### config.mk
export PLATFORM = sky130hd
export DESIGN_NAME = sfm_supervisor
export DESIGN_NICKNAME = d
export VERILOG_FILES = /design/src/rtl/sfm_pkg.sv /design/src/rtl/sfm_supervisor.sv
export SDC_FILE = /design/constraint.sdc
export NUM_CORES = 1
export LEC_CHECK = 0
export BUFFER_PORTS_ARGS = -buffer_cell sky130_fd_sc_hd__buf_2
export CORE_ASPECT_RATIO = 0.6
export CORE_UTILIZATION = 51
export CTS_CLUSTER_DIAMETER = 30
export CTS_CLUSTER_SIZE = 8
export DETAILED_ROUTE_END_ITERATION = 6
export PLACE_DENSITY_LB_ADDON = 0.1
export SETUP_SLACK_MARGIN = 0.4
export SYNTH_ARGS = -nofsm -noshare
export SYNTH_HDL_FRONTEND = slang
export SYNTH_SLANG_ARGS = --single-unit
### constraint.sdc
create_clock -name clk_sys -period 4.6 [get_ports clk_sys]
set_clock_uncertainty 0.2 [all_clocks]
set_input_delay 0.69 -clock clk_sys [delete_from_list [all_inputs] [get_ports clk_sys]]
set_output_delay 0.69 -clock clk_sys [all_outputs]
set_load 0.01 [all_outputs]
### src/rtl/sfm_pkg.sv
package sfm_pkg;
    // ****************************************
    // Channel and frame sizing
    // ****************************************
    localparam int NUM_CH = 4;
    localparam int FRAME_BITS = 16;
    localparam int CLK_SYS_MHZ = 40;

    // ****************************************
    // Timing constants in their own units
    // ****************************************
    localparam int IN_DGL_US = 200;
    localparam int RST_DGL_US = 10;
    localparam int CLK_DGL_NS = 2000;
    localparam int WD_SHORT_MS = 32;
    localparam int WD_LONG_MS = 128;
    localparam int CLK_LOW_HZ = 100;

    // ****************************************
    // Derived cycle counts at the system clock rate
    // ****************************************
    localparam int IN_DGL_CYC = IN_DGL_US * CLK_SYS_MHZ;
    localparam int RST_DGL_CYC = RST_DGL_US * CLK_SYS_MHZ;
    localparam int CLK_DGL_CYC = CLK_DGL_NS * CLK_SYS_MHZ / 1000;
    localparam int WD_SHORT_CYC = WD_SHORT_MS * CLK_SYS_MHZ * 1000;
    localparam int WD_LONG_CYC = WD_LONG_MS * CLK_SYS_MHZ * 1000;
    localparam int CLK_LOW_CYC = CLK_SYS_MHZ * 1000000 / CLK_LOW_HZ;

    // ****************************************
    // Status bit positions in the frame reply word
    // ****************************************
    localparam int ST_FAIL_IN_BIT = 0;
    localparam int ST_SPI_FAIL_BIT = 1;
    localparam int ST_CLK_FAIL_BIT = 2;
    localparam int ST_FAIL_MODE_BIT = 3;

    // Supervisor operating mode
    typedef enum logic {SFM_NORMAL, SFM_FAIL} sfm_mode_t;

    // Fault flags grouped for reporting
    typedef struct packed {
        logic clkFail;
        logic spiFail;
        logic failIn;
    } sfm_status_t;
endpackage : sfm_pkg

### src/rtl/sfm_supervisor.sv
`timescale 1ns/1ps
module sfm_supervisor
    import sfm_pkg::*;
#(
    parameter int NCH = NUM_CH,
    parameter int IN_DGL = IN_DGL_CYC,
    parameter int RST_DGL = RST_DGL_CYC,
    parameter int CLK_DGL = CLK_DGL_CYC,
    parameter int WD_SHORT = WD_SHORT_CYC,
    parameter int WD_LONG = WD_LONG_CYC,
    parameter int CLK_LOW = CLK_LOW_CYC
) (
    // System
    input wire logic clk_sys,
    input wire logic rst_n,
    // Pins from outside the clock domain
    input wire logic activeLowResetInput,
    input wire logic failModeInput,
    input wire logic [NCH-1:0] directChannelInputs,
    input wire logic pwmClockInput,
    input wire logic spiSupplyOk,
    input wire logic sleepMode,
    // Frame events from the SPI front end (same clock)
    input wire logic frameDone,
    input wire logic [7:0] frameEdgeCount,
    input wire logic watchdogToggleBit,
    input wire logic quickStatusRead,
    // Configuration from SPI registers (same clock)
    input wire logic watchdogPeriodSelect,
    input wire logic [NCH-1:0] pwmChannelOut,
    input wire logic [NCH-1:0] channelOnoffControl,
    input wire logic ch6Setting,
    // Outputs
    output logic [NCH-1:0] channelDrive,
    output logic externalSwitchControl,
    output logic deviceReset_n,
    output sfm_mode_t mode,
    output sfm_status_t status,
    output logic commFaultPulse
);
    // ****************************************
    // Input synchronisers
    // ****************************************
    localparam int NS = NCH + 4;
    logic [NS-1:0] syncA_q, syncB_q;
    // Two flops on every asynchronous pin except sleepMode, which is used without synchronising
    always_ff @(posedge clk_sys or negedge rst_n) begin
        if (!rst_n) begin
            // Supply pin idles high, so frames right after reset are not dropped
            syncA_q <= {1'b1, {(NS-1){1'b0}}};
            syncB_q <= {1'b1, {(NS-1){1'b0}}};
        end else begin
            syncA_q <= {spiSupplyOk, pwmClockInput, activeLowResetInput, failModeInput, directChannelInputs};
            syncB_q <= syncA_q;
        end
    end
    logic [NCH-1:0] dirSync;
    logic failSync, rstSync, clkSync, supplySync;
    assign dirSync = syncB_q[NCH-1:0];
    assign failSync = syncB_q[NCH];
    assign rstSync = syncB_q[NCH+1];
    assign clkSync = syncB_q[NCH+2];
    assign supplySync = syncB_q[NCH+3];

    // ****************************************
    // Symmetric deglitchers for fail input and direct inputs
    // ****************************************
    logic [NCH:0] dglOut_q;
    genvar gi;
    generate
        for (gi = 0; gi <= NCH; gi++) begin : g_dgl
            logic [23:0] cnt_q;
            logic raw;
            // Last lane carries the fail pin, the others the direct inputs
            if (gi == NCH) begin : g_fail
                assign raw = failSync;
            end else begin : g_dir
                assign raw = dirSync[gi];
            end
            // Output flips only once the pin has held its new level long enough
            always_ff @(posedge clk_sys or negedge rst_n) begin
                if (!rst_n) begin
                    cnt_q <= '0;
                    dglOut_q[gi] <= 1'b0;
                end else if (raw == dglOut_q[gi]) begin
                    cnt_q <= '0;
                end else if (cnt_q >= 24'(IN_DGL - 1)) begin
                    cnt_q <= '0;
                    dglOut_q[gi] <= raw;
                end else begin
                    cnt_q <= cnt_q + 24'h1;
                end
            end
        end
    endgenerate
    logic [NCH-1:0] filteredDirectInput;
    logic filteredFailRequest;
    assign filteredDirectInput = dglOut_q[NCH-1:0];
    assign filteredFailRequest = dglOut_q[NCH];

    // ****************************************
    // Reset pin: falling edge filtered, rising edge passes at once
    // ****************************************
    logic [15:0] rstCnt_q;
    logic rstFilt_q;
    always_ff @(posedge clk_sys or negedge rst_n) begin
        if (!rst_n) begin
            rstCnt_q <= '0;
            rstFilt_q <= 1'b0;
        end else if (rstSync) begin
            rstCnt_q <= '0;
            rstFilt_q <= 1'b1;
        end else if (rstFilt_q) begin
            if (rstCnt_q >= 16'(RST_DGL - 1)) begin
                rstFilt_q <= 1'b0;
                rstCnt_q <= '0;
            end else begin
                rstCnt_q <= rstCnt_q + 16'h1;
            end
        end
    end
    assign deviceReset_n = rstFilt_q;

    // ****************************************
    // PWM clock deglitch and frequency watch
    // ****************************************
    logic [7:0] ckCnt_q;
    logic ckFilt_q, ckFiltPrev_q;
    always_ff @(posedge clk_sys or negedge rst_n) begin
        if (!rst_n) begin
            ckCnt_q <= '0;
            ckFilt_q <= 1'b0;
        end else if (clkSync == ckFilt_q) begin
            ckCnt_q <= '0;
        end else if (ckCnt_q >= 8'(CLK_DGL - 1)) begin
            ckCnt_q <= '0;
            ckFilt_q <= clkSync;
        end else begin
            ckCnt_q <= ckCnt_q + 8'h1;
        end
    end
    // Too-fast clock never passes the filter, so it looks like no edges: a clock failure
    logic [19:0] lowCnt_q;
    logic clkBad_q, clkLatched_q;
    always_ff @(posedge clk_sys or negedge rst_n) begin
        if (!rst_n) begin
            ckFiltPrev_q <= 1'b0;
            lowCnt_q <= '0;
            clkBad_q <= 1'b0;
        end else begin
            ckFiltPrev_q <= ckFilt_q;
            if (!rstFilt_q || (ckFilt_q && !ckFiltPrev_q)) begin
                lowCnt_q <= '0;
                clkBad_q <= 1'b0;
            end else if (lowCnt_q >= 20'(CLK_LOW - 1)) begin
                clkBad_q <= 1'b1;
            end else begin
                lowCnt_q <= lowCnt_q + 20'h1;
            end
        end
    end
    // Diagnosis stays until the failure is gone and quick status is then read
    always_ff @(posedge clk_sys or negedge rst_n) begin
        if (!rst_n) begin
            clkLatched_q <= 1'b0;
        end else if (clkBad_q) begin
            clkLatched_q <= 1'b1;
        end else if (quickStatusRead) begin
            clkLatched_q <= 1'b0;
        end
    end

    // ****************************************
    // SPI watchdog and frame checks
    // ****************************************
    logic wdPrev_q, wdSeen_q;
    logic [23:0] wdCnt_q;
    logic toggleErr, lengthErr, timeoutErr, frameGood, commFault;
    assign toggleErr = frameDone && wdSeen_q && (watchdogToggleBit == wdPrev_q);
    assign lengthErr = frameDone && (frameEdgeCount[3:0] != 4'h0);
    assign frameGood = frameDone && !toggleErr && !lengthErr && supplySync;
    assign timeoutErr = wdCnt_q >= (watchdogPeriodSelect ? 24'(WD_LONG - 1) : 24'(WD_SHORT - 1));
    assign commFault = toggleErr || lengthErr || timeoutErr;
    assign commFaultPulse = commFault;
    always_ff @(posedge clk_sys or negedge rst_n) begin
        if (!rst_n) begin
            wdPrev_q <= 1'b0;
            wdSeen_q <= 1'b0;
            wdCnt_q <= '0;
        end else begin
            if (frameDone && supplySync) begin
                wdPrev_q <= watchdogToggleBit;
                wdSeen_q <= 1'b1;
            end
            // Without the output supply frames still get the length and toggle checks but do not restart the timer, so it runs out
            if (frameGood) begin
                wdCnt_q <= '0;
            end else if (!timeoutErr) begin
                wdCnt_q <= wdCnt_q + 24'h1;
            end
        end
    end

    // ****************************************
    // Mode control and fail flag
    // ****************************************
    logic spiFail_q;
    sfm_mode_t mode_q;
    always_ff @(posedge clk_sys or negedge rst_n) begin
        if (!rst_n) begin
            mode_q <= SFM_NORMAL;
            spiFail_q <= 1'b0;
        end else begin
            if (filteredFailRequest || commFault || spiFail_q) begin
                mode_q <= SFM_FAIL;
            end else begin
                mode_q <= SFM_NORMAL;
            end
            // Set wins; leaving needs a good frame with no fail request
            if (commFault) begin
                spiFail_q <= 1'b1;
            end else if (frameGood && !filteredFailRequest) begin
                spiFail_q <= 1'b0;
            end
        end
    end
    assign mode = mode_q;
    assign status = '{clkFail: clkLatched_q, spiFail: spiFail_q, failIn: filteredFailRequest};

    // ****************************************
    // Output selection
    // ****************************************
    always_ff @(posedge clk_sys or negedge rst_n) begin
        if (!rst_n) begin
            channelDrive <= '0;
            externalSwitchControl <= 1'b0;
        end else begin
            if (mode_q == SFM_FAIL) begin
                channelDrive <= filteredDirectInput;
            end else if (clkBad_q) begin
                channelDrive <= channelOnoffControl;
            end else begin
                channelDrive <= pwmChannelOut;
            end
            externalSwitchControl <= (mode_q == SFM_NORMAL) && !sleepMode && ch6Setting;
        end
    end
endmodule : sfm_supervisor

==> flow_summary.json <==
{
  "vias_per_cell": 5.20,
  "r2r_slack_ns": 1.87,
  "category_of_the_worst_setup_path_capture_point": "output port",
  "synth-seq-area-share_pct": 60.6,
  "pin_count": 43,
  "post-cts-setup-buffers": 0,
  "worstReg2RegStart": "wdCnt_q[22]",
  "comb_power_share_pct": 4.3,
  "antenna_left": 0,
  "placed_cells": 1133,
  "clk_path_buf_depth": 3,
  "status": "finished, final reports clean",
  "drc": 0,
  "fin_setup_tns_ns": 0,
  "grt_setup_unrepaired": "no",
  "switching_power_w": 0.00106,
  "cts_tree": "done",
  "clock.fmax_mhz": 261,
  "io_buffers": 38,
  "cp-startpoint": "watchdogPeriodSelect",
  "tightest_pin_transition_ns": 0.860,
  "worstPathArrival_ns": 2.95,
  "die-area_um2": 18600,
  "detailedPlace.worstSlack_ns": 0.815,
  "place.detailed.hpwl_mm": 11.3,
  "async_flop_share_pct": 100,
  "die_h_um": 106,
  "grt-ovfl-total": 0,
  "vdd.ir_drop.worst_mv": 0.254,
  "drt-total-wl_mm": 16.9,
  "clkTransAtPathRegs_ns": 0.05,
  "clock-root-buffer": "sky130_fd_sc_hd__clkbuf_16",
  "netlist_top_cells_area": "sky130_fd_sc_hd__dfrtp_1 60%, sky130_fd_sc_hd__xor2_1 5.3%, sky130_fd_sc_hd__nor2_1 5.1%",
  "coreArea_um2": 17400,
  "final_net_count": 988,
  "post_synthesis_sequential_element_count": 223,
  "maxUsedRoutingLayer": "met4",
  "power.internal_w": 0.00399,
  "routed-wl-met3_um": 785,
  "setup_viol": 0,
  "worst_skew_pair.late_latency_ns": 0.49,
  "timing_hold_violations_final": 0,
  "first_pass_grt_wire_length_mm": 29.8,
  "number_of_global_route_vias_before_repair": 6382,
  "h-tree-depth": 2,
  "drt_first_pass_iters": 5,
  "nFillCells": 1330,
  "leakagePower_nw": 5.00,
  "hold_path_class": "input pin to async pin",
  "synth_largest_area_cell": "sky130_fd_sc_hd__dfrtp_1",
  "areaGrowthSynthToFinish_pct": 20.3,
  "netlist_instances": 821,
  "synth_area_per_cell_um2": 11.2,
  "yosys_most_used_dff": "sky130_fd_sc_hd__dfrtp_1",
  "gp_congestion": 0.923,
  "met2_wirelength_mm": 7.78,
  "yosys_top_cell_area_share_pct": 60.0,
  "cts_made_buffers": 38,
  "worstPathMaxFanout": 27,
  "worst_hold_margin_ns": 0.0687,
  "period_minus_slack_ns": 3.84,
  "fin_crit_share_pct": 83.4,
  "pwr-share-clk_pct": 53.1,
  "initial_utilization_pct": 52.9,
  "timing.critical_path.mode_cell": "sky130_fd_sc_hd__buf_2",
  "report.final.slew_viol_count": 0,
  "count_of_hold_fix_buffers_inserted_at_cts": 0,
  "seq_power_share_pct": 42.6,
  "max_stage_delay_ns": 0.58,
  "die_width_um": 175,
  "met1_length_mm": 8.09,
  "worst-r2r-cell-count": 6,
  "synth_enable_flop_cells": 0,
  "num_rows": 37,
  "antenna_found_initial": 0,
  "synth_area_um2": 9210,
  "wl_per_cell_um": 14.1,
  "maximum_number_of_pins_on_one_net_before_global_route_repair": 119,
  "power_per_cell_area_nw_per_um2": 456,
  "timing.setup.critical_path_class": "input pin to output port",
  "postCtsResizedCells": 0,
  "most_common_library_cell_in_the_layout_ignoring_fill_and_taps": "sky130_fd_sc_hd__dfrtp_1",
  "dr_total_vias": 6217,
  "multiInputGateArea_um2": 3670,
  "critPathRequiredTime_ns": 3.71,
  "crit_slowest_cell": "sky130_fd_sc_hd__nor4bb_1",
  "drive_above_1_share_pct": 12.0,
  "post_layout_nonfiller_instances": 1195,
  "num_antenna_cells": 0,
  "max_cap_violations": 0,
  "clock_sinks": 223,
  "worst_path_dominant_cell_family": "simple AND/OR/NAND/NOR gates",
  "path_cells": "buf_2 > inv_1 > ha_1 > nor4bb_1 > nand3b_1 > a21boi_4 > a21o_1 > buf_2",
  "worstPathBufferInverterCount": 3,
  "final.setup.worst_slack_ns": 0.764,
  "relSlewSlack_pct": 42.7,
  "crit_path_start_kind": "input pin",
  "global_route.usage.total_pct": 19.7,
  "post_synth_num_cell_types": 55,
  "yosys_warnings": 0,
  "r2r_end": "wdCnt_q[3]",
  "regArea_um2": 5580,
  "layout.cells.most_common_list": "221 x sky130_fd_sc_hd__dfrtp_1, 124 x sky130_fd_sc_hd__nor2_1, 57 x sky130_fd_sc_hd__nand2_1, 56 x sky130_fd_sc_hd__xor2_1, 56 x sky130_fd_sc_hd__conb_1",
  "switching_share_pct": 21.1,
  "initialDrtViolationCount": 440
}
routing by layer:
| metal | vias to the layer above | track usage (%) |
|---|---|---|
| met3 | 21 | 4.69 |
| met5 | - | 0 |
| met2 | 117 | 31.4 |
| met4 | 0 | 5.84 |
| met1 | 3052 | 27.0 |
| li1 | 3027 | - |
power groups by stage:
stage               clock [W]  combinational, W  sequential, W
floorplan                   0          0.000134        0.00216
global placement            0          0.000206        0.00217
detailed placement          0          0.000221        0.00218
CTS                   0.00275          0.000222        0.00215
global route          0.00286          0.000255        0.00216
finish                0.00268          0.000219        0.00215
through the flow:
stage / util, % / power (W) / instance area [µm²]
final: 63.6 / 0.00505 / 11100
after global routing: 63.6 / 0.00528 / 11100
after CTS: 63.6 / 0.00512 / 11100
after detailed placement: 56.5 / 0.00240 / 9830
after global placement: 56.5 / 0.00238 / 9830
after floorplan: - / 0.00229 / 9420
cells in the mapped netlist, types with 2 or more instances:
cell and number:
sky130_fd_sc_hd__nand2_1 57, sky130_fd_sc_hd__and2_1 11, sky130_fd_sc_hd__o31ai_1 4, sky130_fd_sc_hd__nor2_1 124, sky130_fd_sc_hd__ha_1 17, sky130_fd_sc_hd__and2b_1 2
sky130_fd_sc_hd__clkbuf_1 11, sky130_fd_sc_hd__nor4_1 15, sky130_fd_sc_hd__and4_1 9, sky130_fd_sc_hd__mux2i_1 7, sky130_fd_sc_hd__nand3_1 49, sky130_fd_sc_hd__or3_1 16
sky130_fd_sc_hd__or4_1 5, sky130_fd_sc_hd__o211ai_1 3, sky130_fd_sc_hd__a21oi_1 17, sky130_fd_sc_hd__mux2_2 7, sky130_fd_sc_hd__a31oi_1 5, sky130_fd_sc_hd__a41oi_1 3
sky130_fd_sc_hd__o21ai_0 29, sky130_fd_sc_hd__xor2_1 56, sky130_fd_sc_hd__nand2b_1 8, sky130_fd_sc_hd__a21o_1 2, sky130_fd_sc_hd__o21ai_1 5, sky130_fd_sc_hd__nor3_1 10
sky130_fd_sc_hd__and3_1 29, sky130_fd_sc_hd__buf_4 4, sky130_fd_sc_hd__a211oi_1 3, sky130_fd_sc_hd__dfstp_2 2, sky130_fd_sc_hd__xnor2_1 32, sky130_fd_sc_hd__nand4_1 20
sky130_fd_sc_hd__buf_6 3, sky130_fd_sc_hd__o21a_1 2, sky130_fd_sc_hd__inv_1 12, sky130_fd_sc_hd__dfrtp_1 221
area by class of cell:
type,count,area share [%]
Sequential cell,223,50.4
Multi-Input combinational cell,621,33.2
Clock buffer,58,10.6
Tap cell,234,2.64
Timing Repair Buffer,43,2.15
Clock inverter,4,0.678
Inverter,12,0.407
worst max-delay path by stage:
stage	endpoint	slack (ns)	depth (start not counted)
after global routing	commFaultPulse	0.64	8
after detailed placement	commFaultPulse	0.81	8
after global placement	commFaultPulse	0.98	8
final	commFaultPulse	0.76	8
after floorplan	commFaultPulse	1.69	7
after CTS	commFaultPulse	0.82	8
flip-flops by register name, indices dropped and copies added (netlist names):
signal and flops:
channelDrive 4, ckCnt_q 8, ckFiltPrev_q 1, ckFilt_q 1, clkBad_q 1, clkLatched_q 1
deviceReset_n 1, dglOut_q 4, externalSwitchControl 1, filteredFailRequest 1, g_dgl.cnt_q 120, lowCnt_q 20
mode 1, rstCnt_q 16, spiFail_q 1, syncA_q 8, syncB_q 8, wdCnt_q 24
wdPrev_q 1, wdSeen_q 1
cell families (layout without fill, tap and decap cells):
kind of cell             Yosys count  count (layout)  share of synthesized area (%)
flip-flops                       223             223                           60.6
XOR/XNOR                          88              88                           8.37
adder cells (fa/ha/maj)           17              17                           2.31
AO/OA/AOI/OAI                     78              78                           5.22
AND/OR/NAND/NOR                  368             368                           20.1
other                              1              56                         0.0407
buffers and inverters             32             117                           1.73
multiplexers                      14              14                           1.62
(Power assumes the default switching activity.)
